## src/common/seq_consts.vh

```
`ifndef SEQ_CONSTS_VH
`define SEQ_CONSTS_VH

// ****************************************
// Register offsets (byte addresses)
// ****************************************
`define OFS_CONTROL    8'h00
`define OFS_STACK_PTR  8'h04
`define OFS_STATUS     8'h08
`define OFS_PROG_CNT   8'h0c

// ****************************************
// Field positions
// ****************************************
`define CTRL_MASK_BIT  0
`define STAT_MASK_BIT  8
`define STAT_NMI_BIT   9
`define STAT_IRQ_BIT   10
`define STAT_BA_BIT    11
`define FLAGS_MASK_BIT 4

// ****************************************
// Reset values and vectors
// ****************************************
`define SP_RESET       16'h0000
`define RESET_ADDR     16'hfffe
`define VEC_RESET      16'hfffe
`define VEC_NMI        16'hfffc
`define VEC_IRQ        16'hfff8
`define FLAGS_UNUSED   2'h3

// ****************************************
// Sequence counts
// ****************************************
`define STACK_BYTES    3'h7
`define RESET_SETTLE_CYCLES 8

`endif

```

## src/rtl/bus_int_sequencer.v

```verilog
// How it works
// - Address pins float while bus float request is high.
// - Data pins driven only while data drive enable is high.
// - Data drivers stay off during every read cycle.
// - Halt or wait raises bus released, drivers off, outputs inactive.
// - Wait ends on pending NMI, or IRQ with mask clear.
// - Bus float request forces bus released low.
// - Read-not-write high for reads and idle, low for writes.
// - Read-not-write floats under bus float request or halt.
// - Restart loads PC from FFFE then FFFF, then runs.
// - Restart sets the interrupt mask bit.
// - In reset: address valid low, released low, read, FFFE.
// - Restart begins the cycle after reset is seen high.
// - IRQ level checked at instruction end; replaces next fetch.
// - Interrupt pushes PC, index, accumulators, flags; sets mask.
// - NMI vector at FFFC/FFFD, IRQ vector at FFF8/FFF9.
// - Interrupts serviced only with halt released, except in wait; NMI latched meanwhile.
// - NMI taken on falling edge, ignores the mask.
// - Return pulls everything back and restores the mask.
// - Wait op stacks first, releases bus, services without restack.
// - Bus float request forces address valid low.
// - Address valid output is never three-stated.
// - Halt request low halts after the current instruction.
`timescale 1ns/1ps
`include "seq_consts.vh"

module bus_int_sequencer (
  input  wire        CLOCK_I,
  input  wire        RST_N_I,
  input  wire        CE_I,
  input  wire        PSEL_I,
  input  wire        PENABLE_I,
  input  wire        PWRITE_I,
  input  wire [7:0]  PADDR_I,
  input  wire [31:0] PWDATA_I,
  output reg  [31:0] PRDATA_O,
  output wire        PREADY_O,
  output wire        PSLVERR_O,
  input  wire        BUS_FLOAT_REQUEST_I,
  input  wire        DATA_DRIVE_ENABLE_I,
  input  wire        HALT_N_I,
  input  wire        IRQ_N_I,
  input  wire        NMI_N_I,
  output wire [15:0] ADDR_O,
  output wire        ADDR_OE_O,
  input  wire [7:0]  DATA_I,
  output wire [7:0]  DATA_O,
  output wire        DATA_OE_O,
  output wire        RNW_O,
  output wire        RNW_OE_O,
  output wire        ADDRESS_VALID_O,
  output wire        BUS_RELEASED_O,
  input  wire        INSTR_DONE_I,
  input  wire        WAIT_FOR_INTERRUPT_OP_I,
  input  wire        RETURN_FROM_INTERRUPT_OP_I,
  input  wire [15:0] CORE_ADDR_I,
  input  wire [7:0]  CORE_WDATA_I,
  input  wire        CORE_RNW_I,
  input  wire        CORE_VALID_I,
  input  wire [15:0] CORE_PC_I,
  input  wire [15:0] INDEX_REG_I,
  input  wire [15:0] ACCUMULATORS_I,
  input  wire [7:0]  CONDITION_FLAGS_I,
  output wire        RUN_O,
  output reg  [15:0] PC_O,
  output reg         LOAD_PC_O,
  output reg  [15:0] INDEX_REG_O,
  output reg  [15:0] ACCUMULATORS_O,
  output reg  [7:0]  CONDITION_FLAGS_O,
  output reg         RESTORE_O
);

  // ****************************************
  // States
  // ****************************************
  localparam [7:0] S_RESET = 8'h01;
  localparam [7:0] S_VECHI = 8'h02;
  localparam [7:0] S_VECLO = 8'h04;
  localparam [7:0] S_RUN   = 8'h08;
  localparam [7:0] S_PUSH  = 8'h10;
  localparam [7:0] S_WAIT  = 8'h20;
  localparam [7:0] S_PULL  = 8'h40;
  localparam [7:0] S_HALT  = 8'h80;

  reg  [7:0]  state_reg;
  reg  [7:0]  state_next;
  reg  [2:0]  cnt_reg;
  reg  [2:0]  cnt_next;
  reg  [15:0] sp_reg;
  reg  [15:0] sp_next;
  reg  [15:0] pc_next;
  reg  [15:0] vec_reg;
  reg  [15:0] vec_next;
  reg         mask_reg;
  reg         mask_next;
  reg         nmi_pend_reg;
  reg         nmi_pend_next;
  reg         nmi_d_reg;
  reg         wai_reg;
  reg         wai_next;
  reg         load_next;
  reg         restore_next;
  reg  [15:0] ix_next;
  reg  [15:0] acc_next;
  reg  [7:0]  flags_next;
  reg  [15:0] addr_reg;
  reg  [15:0] addr_next;
  reg  [7:0]  wd_reg;
  reg  [7:0]  wd_next;
  reg         rnw_reg;
  reg         rnw_next;
  reg         vma_reg;
  reg         vma_next;
  reg         ba_reg;
  reg         ba_next;

  wire nmi_fall = nmi_d_reg & ~NMI_N_I;
  wire irq_ok   = ~IRQ_N_I & ~mask_reg;
  wire take_int = nmi_pend_reg | irq_ok;
  wire apb_wr   = PSEL_I & PENABLE_I & PWRITE_I & CE_I;
  wire freeze   = BUS_FLOAT_REQUEST_I;

  // ****************************************
  // Helpers
  // ****************************************
  function [7:0] push_byte;
    input [2:0]  idx;
    input [15:0] pc;
    input [15:0] ix;
    input [15:0] acc;
    input [7:0]  fl;
    input        msk;
    begin
      case (idx)
        3'h0: push_byte = pc[7:0];
        3'h1: push_byte = pc[15:8];
        3'h2: push_byte = ix[7:0];
        3'h3: push_byte = ix[15:8];
        3'h4: push_byte = acc[7:0];
        3'h5: push_byte = acc[15:8];
        default: push_byte = {`FLAGS_UNUSED, fl[5], msk, fl[3:0]};
      endcase
    end
  endfunction

  function known_addr;
    input [7:0] a;
    begin
      known_addr = (a == `OFS_CONTROL) || (a == `OFS_STACK_PTR) ||
                   (a == `OFS_STATUS)  || (a == `OFS_PROG_CNT);
    end
  endfunction

  // ****************************************
  // Sequencer next state
  // ****************************************
  always @* begin
    state_next    = state_reg;
    cnt_next      = cnt_reg;
    sp_next       = sp_reg;
    pc_next       = PC_O;
    vec_next      = vec_reg;
    mask_next     = mask_reg;
    nmi_pend_next = nmi_pend_reg;
    wai_next      = wai_reg;
    load_next     = 1'b0;
    restore_next  = 1'b0;
    ix_next       = INDEX_REG_O;
    acc_next      = ACCUMULATORS_O;
    flags_next    = CONDITION_FLAGS_O;
    if (apb_wr && PADDR_I == `OFS_CONTROL) begin
      mask_next = PWDATA_I[`CTRL_MASK_BIT];
    end
    if (apb_wr && PADDR_I == `OFS_STACK_PTR) begin
      sp_next = PWDATA_I[15:0];
    end
    if (!freeze) begin
      case (state_reg)
        S_RESET: begin
          state_next = S_VECHI;
          vec_next   = `VEC_RESET;
          mask_next  = 1'b1;
        end
        S_VECHI: begin
          pc_next[15:8] = DATA_I;
          state_next    = S_VECLO;
        end
        S_VECLO: begin
          pc_next[7:0] = DATA_I;
          load_next    = 1'b1;
          state_next   = S_RUN;
        end
        S_RUN: begin
          if (RETURN_FROM_INTERRUPT_OP_I) begin
            state_next = S_PULL;
            cnt_next   = 3'h0;
          end else if (WAIT_FOR_INTERRUPT_OP_I) begin
            state_next = S_PUSH;
            cnt_next   = 3'h0;
            wai_next   = 1'b1;
          end else if (INSTR_DONE_I) begin
            if (!HALT_N_I) begin
              state_next = S_HALT;
            end else if (take_int) begin
              state_next = S_PUSH;
              cnt_next   = 3'h0;
              wai_next   = 1'b0;
            end
          end
        end
        S_PUSH: begin
          sp_next  = sp_reg - 16'h0001;
          cnt_next = cnt_reg + 3'h1;
          if (cnt_reg == `STACK_BYTES - 3'h1) begin
            if (wai_reg) begin
              state_next = S_WAIT;
            end else begin
              state_next    = S_VECHI;
              mask_next     = 1'b1;
              vec_next      = nmi_pend_reg ? `VEC_NMI : `VEC_IRQ;
              nmi_pend_next = 1'b0;
            end
          end
        end
        S_WAIT: begin
          if (take_int) begin
            state_next    = S_VECHI;
            mask_next     = 1'b1;
            vec_next      = nmi_pend_reg ? `VEC_NMI : `VEC_IRQ;
            nmi_pend_next = 1'b0;
            wai_next      = 1'b0;
          end
        end
        S_PULL: begin
          sp_next  = sp_reg + 16'h0001;
          cnt_next = cnt_reg + 3'h1;
          case (cnt_reg)
            3'h0: flags_next      = DATA_I;
            3'h1: acc_next[15:8]  = DATA_I;
            3'h2: acc_next[7:0]   = DATA_I;
            3'h3: ix_next[15:8]   = DATA_I;
            3'h4: ix_next[7:0]    = DATA_I;
            3'h5: pc_next[15:8]   = DATA_I;
            default: pc_next[7:0] = DATA_I;
          endcase
          if (cnt_reg == `STACK_BYTES - 3'h1) begin
            mask_next    = CONDITION_FLAGS_O[`FLAGS_MASK_BIT];
            load_next    = 1'b1;
            restore_next = 1'b1;
            state_next   = S_RUN;
          end
        end
        S_HALT: begin
          if (HALT_N_I) begin
            if (take_int) begin
              state_next = S_PUSH;
              cnt_next   = 3'h0;
              wai_next   = 1'b0;
            end else begin
              state_next = S_RUN;
            end
          end
        end
        default: state_next = S_RESET;
      endcase
    end
    if (nmi_fall) begin
      nmi_pend_next = 1'b1;
    end
  end

  // ****************************************
  // Bus cycle for the next state
  // ****************************************
  always @* begin
    addr_next = CORE_ADDR_I;
    wd_next   = CORE_WDATA_I;
    rnw_next  = 1'b1;
    vma_next  = 1'b0;
    ba_next   = 1'b0;
    case (state_next)
      S_RESET: addr_next = `RESET_ADDR;
      S_VECHI: begin
        addr_next = vec_next;
        vma_next  = 1'b1;
      end
      S_VECLO: begin
        addr_next = vec_next | 16'h0001;
        vma_next  = 1'b1;
      end
      S_RUN: begin
        rnw_next = CORE_RNW_I | ~CORE_VALID_I;
        vma_next = CORE_VALID_I;
      end
      S_PUSH: begin
        addr_next = sp_next;
        wd_next   = push_byte(cnt_next, CORE_PC_I, INDEX_REG_I,
                              ACCUMULATORS_I, CONDITION_FLAGS_I,
                              mask_reg);
        rnw_next  = 1'b0;
        vma_next  = 1'b1;
      end
      S_PULL: begin
        addr_next = sp_next + 16'h0001;
        vma_next  = 1'b1;
      end
      S_WAIT: ba_next = 1'b1;
      S_HALT: ba_next = 1'b1;
      default: addr_next = `RESET_ADDR;
    endcase
    if (freeze) begin
      addr_next = addr_reg;
      wd_next   = wd_reg;
      rnw_next  = rnw_reg;
      vma_next  = vma_reg;
      ba_next   = ba_reg;
    end
  end

  // ****************************************
  // Registers
  // ****************************************
  always @(posedge CLOCK_I) begin
    if (!RST_N_I) begin
      state_reg         <= S_RESET;
      cnt_reg           <= 3'h0;
      sp_reg            <= `SP_RESET;
      vec_reg           <= `VEC_RESET;
      mask_reg          <= 1'b1;
      nmi_pend_reg      <= 1'b0;
      nmi_d_reg         <= 1'b1;
      wai_reg           <= 1'b0;
      PC_O              <= 16'h0000;
      LOAD_PC_O         <= 1'b0;
      RESTORE_O         <= 1'b0;
      INDEX_REG_O       <= 16'h0000;
      ACCUMULATORS_O    <= 16'h0000;
      CONDITION_FLAGS_O <= 8'h00;
      addr_reg          <= `RESET_ADDR;
      wd_reg            <= 8'h00;
      rnw_reg           <= 1'b1;
      vma_reg           <= 1'b0;
      ba_reg            <= 1'b0;
      PRDATA_O          <= 32'h00000000;
    end else if (CE_I) begin
      state_reg         <= state_next;
      cnt_reg           <= cnt_next;
      sp_reg            <= sp_next;
      vec_reg           <= vec_next;
      mask_reg          <= mask_next;
      nmi_pend_reg      <= nmi_pend_next;
      nmi_d_reg         <= NMI_N_I;
      wai_reg           <= wai_next;
      PC_O              <= pc_next;
      LOAD_PC_O         <= load_next;
      RESTORE_O         <= restore_next;
      INDEX_REG_O       <= ix_next;
      ACCUMULATORS_O    <= acc_next;
      CONDITION_FLAGS_O <= flags_next;
      addr_reg          <= addr_next;
      wd_reg            <= wd_next;
      rnw_reg           <= rnw_next;
      vma_reg           <= vma_next;
      ba_reg            <= ba_next;
      if (PSEL_I && !PENABLE_I) begin
        case (PADDR_I)
          `OFS_CONTROL:   PRDATA_O <= {31'h0, mask_reg};
          `OFS_STACK_PTR: PRDATA_O <= {16'h0, sp_reg};
          `OFS_STATUS:    PRDATA_O <= {20'h0, ba_reg, ~IRQ_N_I,
                                       nmi_pend_reg, mask_reg,
                                       state_reg};
          `OFS_PROG_CNT:  PRDATA_O <= {16'h0, PC_O};
          default:        PRDATA_O <= 32'h00000000;
        endcase
      end
    end
  end

  // ****************************************
  // Pin drivers
  // ****************************************
  assign PREADY_O        = CE_I;
  assign PSLVERR_O       = PSEL_I & PENABLE_I & ~known_addr(PADDR_I);
  assign RUN_O           = (state_reg == S_RUN) & ~freeze;
  assign ADDR_O          = addr_reg;
  assign ADDR_OE_O       = ~freeze & ~ba_reg;
  assign DATA_O          = wd_reg;
  assign DATA_OE_O       = DATA_DRIVE_ENABLE_I & ~rnw_reg &
                           vma_reg & ~ba_reg;
  assign RNW_O           = rnw_reg;
  assign RNW_OE_O        = ~freeze & ~ba_reg;
  assign ADDRESS_VALID_O = vma_reg & ~freeze & ~ba_reg;
  assign BUS_RELEASED_O  = ba_reg & ~freeze;

endmodule // bus_int_sequencer

```

## config.mk

```make
export PLATFORM = sky130hd
export DESIGN_NAME = bus_int_sequencer
export DESIGN_NICKNAME = d
export VERILOG_FILES = /design/src/rtl/bus_int_sequencer.v
export VERILOG_INCLUDE_DIRS = /design/src /design/src/common
export SDC_FILE = /design/constraint.sdc
export NUM_CORES = 1
export LEC_CHECK = 0
export ABC_AREA = 1
export BUFFER_PORTS_ARGS = -buffer_cell sky130_fd_sc_hd__buf_2
export CORE_ASPECT_RATIO = 1.25
export CORE_UTILIZATION = 45
export CTS_CLUSTER_SIZE = 30
export DETAILED_ROUTE_END_ITERATION = 12
export GPL_TIMING_DRIVEN = 0
export PLACE_DENSITY = 0.78
export RECOVER_POWER = 50
export SLEW_MARGIN = 15
export SYNTH_ARGS = -nofsm -noshare
export SYNTH_HDL_FRONTEND = slang
export SYNTH_SLANG_ARGS = --single-unit
```

## constraint.sdc

```tcl
create_clock -name CLOCK_I -period 5.6 [get_ports CLOCK_I]
set_clock_uncertainty 0.15 [all_clocks]
set_input_delay 0.28 -clock CLOCK_I [delete_from_list [all_inputs] [get_ports CLOCK_I]]
set_output_delay 0.28 -clock CLOCK_I [all_outputs]
set_load 0.1 [all_outputs]
```

==> Word-level counts from Yosys, hierarchy flattened <==
Cells that the tools add are included.
{ "word_totals": {"regBits": 164, "input_bits": 144, "out_inout_bits": 123, "word_cells": 182} }
{ "classes": {"n_addsub": 4, "eq_ne": 37, "muxes": 64, "bitwise_logic": 24, "reduce_logical": 30} }
{ "ops": {"columns": ["cell", "n"], "rows": [
  ["two-way mux 8 bit", 13],
  ["two-way mux 16 bit", 6],
  ["one-hot mux 16 bit (5 select lines)", 1],
  ["one-hot mux 16 bit (4 select lines)", 1],
  ["one-hot mux 8 bit (8 select lines)", 1],
  ["one-hot mux 16 bit (3 select lines)", 1],
  ["one-hot mux 8 bit (6 select lines)", 1],
  ["adder 16 x 1 -> 16 bit, second input constant", 2],
  ["== test 8 x 4 -> 1 bit, second input constant", 4],
  ["one-hot mux 16 bit (2 select lines)", 1],
  ["one-hot mux 8 bit (2 select lines)", 2],
  ["AND reduction 4 bit", 7],
  ["== test 8 x 3 -> 1 bit, second input constant", 3],
  ["two-way mux 1 bit", 21],
  ["two-way mux 3 bit", 7],
  ["== test 8 x 2 -> 1 bit, second input constant", 2],
  ["== test 8 x 5 -> 1 bit, second input constant", 2],
  ["== test 8 x 6 -> 1 bit, second input constant", 2],
  ["== test 8 x 7 -> 1 bit, second input constant", 2],
  ["== test 8 bit, second input constant", 2],
  ["subtractor 16 x 1 -> 16 bit, second input constant", 1],
  ["== test 3 bit, second input constant", 5],
  ["bitwise AND 1 bit", 14],
  ["== test 3 x 2 -> 1 bit, second input constant", 4],
  ["28 further kinds", 54]
]} }

==> Logic depth before layout (Yosys ltp) <==
Gate-level depths: netlist (run 1).
{ "depth": {"ltp_word": 13, "mapped_depth": 26, "depth_no_buf": 25} }

==> Worst setup path after synthesis (run 1) <==
No wires, ideal clock.
{ "synth_timing": {"path_type": "input to output", "startpoint": "input PADDR_I[7]", "endpoint": "output PSLVERR_O", "arrival_ps": 3969, "required_time_ps": 5170, "setup_slack_ps": 1201, "path_stages": 8, "path_buffers": 2, "cell_sequence": "nor2_1 > nand2_1 > nor2_2 > buf_2 > inv_1 > clkbuf_1 > nand2_1 > nor4_1"} }
{ "synth_via": {"elab_chain_len": 6, "elab_cells_between_ends": 9, "classes_between": "3 x eq/ne; 2 x bitwise; 4 x reduce/logical"} }
{ "synth_rtl": {"columns": ["element", "line_no", "text"], "rows": [
  ["from (decl)", "bus_int_sequencer.v:34", "input wire [7:0] PADDR_I,"],
  ["== test 8 x 3 -> 1 bit / zero test 8 bit (equally long branches)", null, null],
  ["logical OR 1 bit (2 in series)", "bus_int_sequencer.v:149", "known_addr = (a == `OFS_CONTROL) || (a == `OFS_STACK_PTR) ||"],
  ["logical OR 1 bit (*)", "bus_int_sequencer.v:149", null],
  ["inverter 1 bit (*)", "bus_int_sequencer.v:383", "assign PSLVERR_O = PSEL_I & PENABLE_I & ~known_addr(PADDR_I);"],
  ["bitwise AND 1 bit (*)", "bus_int_sequencer.v:383", null],
  ["to (decl)", "bus_int_sequencer.v:38", "output wire PSLVERR_O,"]
]} }
Mark *: on every way between the ends. The rest lies on a longest branch, timed or not.

==> Worst setup path in the final report (run 1) <==
{ "layout_timing": {"startpoint": "register state_reg[7]", "endpoint": "register addr_reg[10] (netlist: ADDR_O[10])"} }
{ "layout_via": {"elab_chain_len": 10, "elab_cells_between_ends": 33, "classes_between": "1 x add/sub; 15 x eq/ne; 16 x mux; 1 x reduce/logical"} }
{ "layout_rtl": {"columns": ["element", "line_no", "text"], "rows": [
  ["from (decl)", "bus_int_sequencer.v:85", "reg [7:0] state_reg;"],
  ["from (signal assigned)", "bus_int_sequencer.v:346", "state_reg <= state_next;"],
  ["two-way mux 8 bit", "bus_int_sequencer.v:204", "end else if (take_int) begin"],
  ["two-way mux 8 bit", "bus_int_sequencer.v:202", "if (!HALT_N_I) begin"],
  ["two-way mux 8 bit", "bus_int_sequencer.v:201", "end else if (INSTR_DONE_I) begin"],
  ["two-way mux 8 bit", "bus_int_sequencer.v:197", "end else if (WAIT_FOR_INTERRUPT_OP_I) begin"],
  ["two-way mux 8 bit", "bus_int_sequencer.v:194", "if (RETURN_FROM_INTERRUPT_OP_I) begin"],
  ["one-hot mux 8 bit (8 select lines)", "bus_int_sequencer.v:178", "case (state_reg)"],
  ["two-way mux 8 bit", "bus_int_sequencer.v:177", "if (!freeze) begin"],
  ["== test 8 bit, or another cell as far along", "bus_int_sequencer.v:281", "case (state_next)"],
  ["OR reduction 3 bit (no line)", null, null],
  ["one-hot mux 16 bit (5 select lines) (*)", "bus_int_sequencer.v:281", null],
  ["to (signal assigned)", "bus_int_sequencer.v:339", "addr_reg <= `RESET_ADDR;"],
  ["to (signal assigned)", "bus_int_sequencer.v:360", "addr_reg <= addr_next;"],
  ["to (decl)", "bus_int_sequencer.v:106", "reg [15:0] addr_reg;"]
]} }
Marked as above.
A chain may end at the register's enable or synchronous reset.

==> qor.log, run 1 <==
qor: run_status.run_status finished with violations
qor: run_status.failed_checks negative hold slack
qor: clocking.tritoncts_num_sinks 148
qor: timing.hold-worst-slack -0.00482 ns
qor: global_route.initial_antenna_violation_count 0
qor: layout.multi_input_area 5980 um2
qor: placed_design.dp.final_hpwl 29,100 um
qor: timing.finalWorstSetupSlack 1.75 ns
qor: power_and_ir_drop.cellPowerDensity 247 nW/um2
qor: clocking.path_clk_slew 0.07 ns
qor: yosys.share_of_flip_flops_with_an_asynchronous_set_or_reset 0%
qor: placed_design.placement.io_buffers 230
qor: clocking.cts.htree.levels 4
qor: worst_setup_path.setup_cp_type reg2reg
qor: global_route.grt_usage 32.2%
qor: timing.max_freq 260 MHz
qor: timing.slew_viol_final 0
qor: floorplan.die_height 169 um
qor: drt.drt_first_pass_iters 7
qor: yosys.syn_area_per_cell 6.27 um2
qor: layout.final_layout_size_suffix_gt1_share 16.1%
qor: yosys.synth_cells 1,606
qor: layout.antenna_cell_count 0
qor: timing.unrepaired_setup_endpoints_after_global_routing no
qor: clocking.clk_root_buffer_cell sky130_fd_sc_hd__clkbuf_16
qor: power_and_ir_drop.vdd.ir_drop.worst 0.208 mV
qor: timing.setup_viol 0
qor: worst_setup_path.cp-start-kind register
qor: layout.final_common_cell sky130_fd_sc_hd__nand2_1
qor: yosys.synth_sequential_area_ratio 29.4%
qor: layout.layout-area-overhead-vs-synth 21.9%
qor: floorplan.rows 60
qor: drt.ant_nets 0
qor: timing.fin_crit_sh 68.8%
qor: timing.worst_pin_slew 1.26 ns
qor: placed_design.gp_congestion 0.986
qor: power_and_ir_drop.finalPower 3.04 mW
qor: global_route.grt_start_max_net_pins 24
qor: worst_setup_path.setup.worst_path.end_class register
qor: global_route.grt_pass1_vias 11,100
qor: yosys.synth-edff-count 0
qor: drt.avgViaCountPerCell 5.44
qor: yosys.netlist-cell-type-count 54
qor: clocking.tritoncts_clock_tree done
qor: placed_design.place_area 11,600 um2
qor: timing.timing.max_slew.rel_slack 16.0%
qor: floorplan.initial_utilization 46.3%
qor: worst_setup_path.arrival_worst_endpoint 4.03 ns
qor: layout.finalNetCount 2,051
qor: floorplan.fp.dieW 136 um
qor: layout.sequential_cell_area 2960 um2
qor: floorplan.ios 267
qor: floorplan.die-area 23,000 um2
qor: clocking.cts_buffer_depth 2
qor: min_path.hold_path_class in2reg
qor: power_and_ir_drop.leakagePower 5.81 nW
qor: run.max_capacitance_violation_count 0
qor: drt.wire_per_inst 17.0 um
qor: placed_design.post-place-ws 1.89 ns
qor: clocking.cts_repair_resize_count 0
qor: clocking.cts-buffers-inserted 17
qor: layout.finalInstanceArea 12,300 um2
qor: timing.hold_violations 1
qor: yosys.yosys_most_used_dff sky130_fd_sc_hd__dfxtp_1
qor: floorplan.floorplan.core_area 21,800 um2
qor: global_route.grt-ovfl-total 0
qor: timing.finalWorstPathRequiredPeriod 3.85 ns
qor: yosys.post_synth_design_cell_area 10,100 um2
qor: global_route.grt_first_pass_wirelength 56,900 um
qor: worst_setup_path.critical_path_required 5.78 ns
qor: timing.totalNegativeSetupSlack 0 ns
qor: yosys.synth_seq_cells 148
qor: layout.num-fill-cells 2,149
qor: drt.finalWirelength 37,100 um
qor: yosys.synth_warnings 0
qor: drt.drt_iter0_drc 917
qor: drt.routed-via-count 11,800
qor: clocking.worst_skew_pair.late_latency 0.44 ns
qor: drt.drc 0
qor: worst_setup_path.timing.critical_path.fanout_max 23
qor: layout.layout_common_cells sky130_fd_sc_hd__nand2_1, sky130_fd_sc_hd__inv_1, sky130_fd_sc_hd__a21oi_1
==> metal layers <==
layer	vias to the layer above	GRT usage, %	share of wire (%)
li1	5752	-	-
met1	5359	36.4	38
met2	598	56.2	49
met3	136	5.53	7.3
met4	0	19.1	5.8
met5	-	0	0
==> repair_timing <==
item,CTS,global route
buffers inserted,0,0
hold buffers,16,0
hold endpoints to repair,16,0
==> through the flow <==
stage	instances	utilization, %
after floorplan	1621	-
after global placement	2130	53.4
after detailed placement	2130	53.4
after CTS	2178	57.1
after global routing	2178	56.4
final	2178	56.4
==> synth_stat cells (all sizes together), types with 2 or more instances <==
cell type | instances | area [um2]
nor4 | 6 | 50.0
inv | 182 | 693
nand2 | 512 | 2100
a211oi | 9 | 67.6
o21ai | 118 | 598
clkbuf | 35 | 131
a21oi | 158 | 795
nand3 | 139 | 791
o21bai | 4 | 45.0
nor2 | 146 | 677
nand4 | 20 | 131
or2 | 6 | 37.5
a31oi | 2 | 12.5
nand3b | 9 | 67.6
clkinv | 2 | 7.51
ha | 20 | 250
buf | 46 | 330
o22ai | 6 | 37.5
dfxtp | 148 | 2960
nor3 | 10 | 60.1
xor2 | 3 | 26.3
o211ai | 12 | 90.1
o221ai | 4 | 35.0
==> worst max-delay path: stages, from the launching register on <==
cell and delay [ns]:
sky130_fd_sc_hd__dfxtp_1 0.54, sky130_fd_sc_hd__inv_1 0.19, sky130_fd_sc_hd__nand2_2 0.10, sky130_fd_sc_hd__nor2_2 0.05, sky130_fd_sc_hd__nand2_4 0.08, sky130_fd_sc_hd__buf_12 0.19, sky130_fd_sc_hd__inv_4 0.09, sky130_fd_sc_hd__fa_1 0.38
sky130_fd_sc_hd__inv_1 0.17, sky130_fd_sc_hd__nand3_1 0.15, sky130_fd_sc_hd__nand2_1 0.18, sky130_fd_sc_hd__nand2_1 0.09, sky130_fd_sc_hd__nand2_1 0.06, sky130_fd_sc_hd__nand2_1 0.04, sky130_fd_sc_hd__nand3_1 0.09, sky130_fd_sc_hd__nand2_1 0.17
sky130_fd_sc_hd__inv_1 0.14, sky130_fd_sc_hd__nand2_1 0.06, sky130_fd_sc_hd__nor2_1 0.17, sky130_fd_sc_hd__nand4_1 0.10, sky130_fd_sc_hd__nand2_1 0.09, sky130_fd_sc_hd__nor2_1 0.04, sky130_fd_sc_hd__nor2_1 0.21, sky130_fd_sc_hd__nand2_1 0.09
sky130_fd_sc_hd__nand2_1 0.07, sky130_fd_sc_hd__nand2_1 0.05
==> layout make-up <==
| class | instances | area share [%] |
|---|---|---|
| well taps | 279 | 2.84 |
| multi-input cells | 1208 | 48.7 |
| plain buffers | 81 | 3.74 |
| repair buffers | 246 | 9.64 |
| clock buffers | 17 | 3.46 |
| inverters | 184 | 5.71 |
| clock inverters | 15 | 1.73 |
| flip-flops and latches | 148 | 24.1 |
==> logic make-up after synthesis <==
kind of cell    share of synthesized area, %
compound gates                          17.0
xor+xnor                               0.261
fa+ha+maj                               2.68
buf+inv                                 11.5
flops                                   29.4
other cells                           0.0372
simple gates                            39.1
==> path summary, 6_finish.rpt <==
path	startpoint	endpoint	slack [ns]	depth (start not counted)
worst max register to register	state_reg[7]	ADDR_O[10]	1.75	25
worst min-delay path	CORE_WDATA_I[0]	DATA_O[0]	-0.005	3
worst min register to register	vec_reg[15]	vec_reg[15]	0.30	2
worst max-delay path	state_reg[7]	ADDR_O[10]	1.75	25
==> where the power goes <==
part           internal, mW  leakage [nW]  switching (mW)  total [mW]
clock network         0.725         0.312           0.531        1.26
logic                 0.183          4.29           0.486       0.669
registers              1.08          1.21          0.0278        1.11
Note: power is estimated with default switching activity, not from simulation.
==> run 2, diff against run 1 <==
- ABC_AREA: 1 -> 0
- PLACE_DENSITY: 0.78 -> 0.82
- clock period: 5.6 -> 3.38 ns (I/O delays scaled with it)
==> qor.log, run 2 <==
qor: run_status.run_status finished with violations
qor: run_status.failed_checks negative hold slack, negative setup slack
qor: power_and_ir_drop.finalPower 4.56 mW
qor: worst_setup_path.setup_cp_type reg2reg
qor: yosys.synth_area_leaders sky130_fd_sc_hd__dfxtp_1, sky130_fd_sc_hd__nand2_1, sky130_fd_sc_hd__mux2i_1
qor: layout.final_layout_size_suffix_gt1_share 26.2%
qor: placed_design.place_area 10,600 um2
qor: timing.setup_viol 14
qor: yosys.synth-edff-count 0
qor: yosys.netlist-cell-type-count 86
qor: layout.num-fill-cells 1,644
qor: floorplan.rows 57
qor: floorplan.ios 267
qor: placed_design.dp.final_hpwl 24,600 um
qor: drt.ant_nets 0
qor: worst_setup_path.setup_slack_of_the_most_critical_reg_to_reg_path -0.33 ns
qor: yosys.yosys_most_used_dff sky130_fd_sc_hd__dfxtp_1
qor: timing.finalWorstPathRequiredPeriod 3.71 ns
qor: layout.multi_input_area 6080 um2
qor: floorplan.floorplan.core_area 19,400 um2
qor: global_route.initial_antenna_violation_count 0
qor: drt.avgViaCountPerCell 5.98
qor: worst_setup_path.critical_path.cell_chain buf_6, nor4_4, nand3_4, buf_16, ha_4, a21oi_4, nand2_1, o211ai_1, buf_4, mux2i_1, and3_4, nand2_4, nor4_4, buf_4, a21o_1, nand3_1, a31oi_1
qor: drt.wire_per_inst 20.0 um
qor: clocking.tritoncts_num_sinks 148
qor: worst_setup_path.reg2reg_start state_reg[2]
qor: power_and_ir_drop.internal_power 3.15 mW
qor: timing.timing.max_slew.rel_slack 17.1%
qor: layout.finalInstanceArea 12,400 um2
qor: placed_design.post-place-ws -1.01 ns
qor: min_path.hold_path_class in2reg
qor: global_route.grt_pass1_vias 9,895
qor: timing.unrepaired_setup_endpoints_after_global_routing yes
qor: global_route.grt_start_max_net_pins 17
qor: worst_setup_path.arrival_worst_endpoint 3.93 ns
qor: yosys.share_of_flip_flops_with_an_asynchronous_set_or_reset 0%
qor: placed_design.gp_congestion 0.973
qor: floorplan.die_height 159 um
qor: power_and_ir_drop.combPwrFrac 16.7%
qor: yosys.netlist.area_leader.share 33.2%
qor: worst_setup_path.timing.critical_path.slowest_cell_delay 0.35 ns
qor: min_path.hold_start CORE_WDATA_I[2]
qor: worst_setup_path.critical_path_required 3.60 ns
qor: floorplan.fp.dieW 128 um
qor: clocking.worst_skew_pair.late_latency 0.43 ns
qor: global_route.grt-ovfl-total 0
qor: placed_design.placement.io_buffers 229
qor: floorplan.die-area 20,400 um2
qor: clocking.cts-buffers-inserted 17
qor: yosys.syn_area_per_cell 7.85 um2
qor: layout.layout_common_cells sky130_fd_sc_hd__nand2_1, sky130_fd_sc_hd__dfxtp_1, sky130_fd_sc_hd__clkbuf_1
qor: worst_setup_path.timing.critical_path.fanout_max 6
qor: clocking.clk_root_buffer_cell sky130_fd_sc_hd__clkbuf_16
qor: clocking.cts_buffer_depth 2
qor: worst_setup_path.worst_path_max_delay_cell sky130_fd_sc_hd__nor4_4
qor: worst_setup_path.cp-start-kind register
qor: clocking.tritoncts_clock_tree done
qor: worst_setup_path.setup.worst_path.end_class register
qor: power_and_ir_drop.power_frac_seq 39.1%
qor: layout.sequential_cell_area 2970 um2
qor: yosys.synth_warnings 0
qor: worst_setup_path.critical_path.n_buffers_inverters 4
qor: drt.drt_first_pass_iters 5
qor: yosys.yosysTopAreaCell sky130_fd_sc_hd__dfxtp_1
qor: layout.layout-area-overhead-vs-synth 38.6%
qor: timing.finalWorstSetupSlack -0.334 ns
qor: timing.worst_pin_slew 1.25 ns
qor: global_route.grt_first_pass_wirelength 52,300 um
qor: timing.slew_viol_final 0
qor: worst_setup_path.critical-path-top-delay-family simple AND/OR/NAND/NOR gates
qor: global_route.grt_usage 33.1%
qor: timing.hold-worst-slack -0.0223 ns
qor: yosys.post_synth_design_cell_area 8920 um2
qor: layout.antenna_cell_count 0
qor: yosys.synth_seq_cells 148
qor: power_and_ir_drop.cellPowerDensity 369 nW/um2
qor: drt.drt_iter0_drc 1,100
qor: drt.drc 0
qor: floorplan.initial_utilization 46.0%
qor: drt.routed-via-count 10,500
qor: yosys.synth_sequential_area_ratio 33.2%
qor: drt.finalWirelength 35,200 um
qor: power_and_ir_drop.power.net_switching 1.42 mW
qor: power_and_ir_drop.leakagePower 5.05 nW
qor: timing.totalNegativeSetupSlack -2.30 ns
qor: layout.final_common_cell sky130_fd_sc_hd__nand2_1
qor: timing.max_freq 269 MHz
qor: clocking.cts.htree.levels 4
qor: power_and_ir_drop.power.switching_fraction 31.1%
qor: power_and_ir_drop.pwr-share-clk 44.2%
qor: run.max_capacitance_violation_count 0
qor: yosys.synth.cells.most_frequent sky130_fd_sc_hd__nand2_1, sky130_fd_sc_hd__dfxtp_1, sky130_fd_sc_hd__nor2_1
qor: timing.hold_violations 1
qor: layout.finalNetCount 1,648
qor: clocking.path_clk_slew 0.07 ns
qor: worst_setup_path.cp-startpoint state_reg[2]
qor: power_and_ir_drop.vdd.ir_drop.worst 0.293 mV
qor: timing.fin_crit_sh 110%
qor: yosys.synth_cells 1,137
qor: yosys.synth_most_common_cell sky130_fd_sc_hd__nand2_1
-- run 2: cell types whose count changed in the layout (fill, tap and decap cells not counted), moves of 18 or more --
cell,previous run,this run
sky130_fd_sc_hd__nand2_1,478,167
sky130_fd_sc_hd__inv_1,163,20
sky130_fd_sc_hd__nand3_1,126,39
sky130_fd_sc_hd__a21oi_1,157,87
sky130_fd_sc_hd__o21ai_0,105,44
sky130_fd_sc_hd__buf_4,21,77
sky130_fd_sc_hd__mux2i_1,0,51
sky130_fd_sc_hd__a22oi_1,1,21
sky130_fd_sc_hd__mux2_2,0,19
sky130_fd_sc_hd__a31oi_1,2,20
-- run 2: repair_timing --
item	4_1_cts	5_1_grt
pin swaps	20	41
cloned	2	1
gates resized for setup	43	80
hold buffers	28	0
endpoints found under the hold margin	74	0
endpoints found under the setup margin	34	29
buffers inserted	25	31
-- run 2: path summary, 6_finish.rpt --
| path | end | cells past startpoint |
|---|---|---|
| hold reg to reg | vec_reg[8] | 1 |
| setup reg to reg | ADDR_O[13] | 17 |
| hold / removal | DATA_O[2] | 3 |
| setup / recovery | ADDR_O[13] | 17 |
-- run 2: kinds of logic after synthesis --
kind of cell | synth area share (%)
other cells | 0.0420
buf+inv | 6.33
flops | 33.2
compound gates | 22.6
mux | 8.49
xor+xnor | 2.06
simple gates | 24.3
fa+ha+maj | 3.03
-- run 2: metal layers --
layer / routed length (um) / track usage, % / share of wire, % / vias to the layer above
met4: 2490 / 21.8 / 7.1 / 0
li1: - / - / - / 4757
met1: 12800 / 36.8 / 36 / 4945
met2: 17400 / 58.0 / 49 / 640
met3: 2570 / 4.84 / 7.3 / 188
met5: 0 / 0 / 0 / -
-- run 2: area by class of cell --
class	instances	area share (%)
Tap cell	265	2.68
Timing Repair Buffer	315	14.3
Buffer	88	4.07
Sequential cell	148	24.0
Inverter	23	0.699
Clock buffer	18	3.55
Multi-Input combinational cell	890	49.2
Clock inverter	14	1.47
-- run 2: tightest hold or removal path: cells and delay by family --
kind            cells  cell delay [ns]
compound gates      2             0.26
buf+inv             1             0.09
-- run 2: power groups by stage --
stage / sequential, mW / combinational, mW / clock (mW)
final: 1.79 / 0.761 / 2.02
after global routing: 1.79 / 0.795 / 2.08
after CTS: 1.78 / 0.717 / 2.02
after detailed placement: 1.82 / 0.677 / 0
after global placement: 1.82 / 0.672 / 0
after floorplan: 1.93 / 0.362 / 0
-- run 2: per-stage QoR --
stage                     utilization, %  instances
after CTS                           61.5       1733
after global placement              54.6       1646
after global routing                63.7       1761
after detailed placement            54.6       1646
final                               63.7       1761
after floorplan                        -       1152
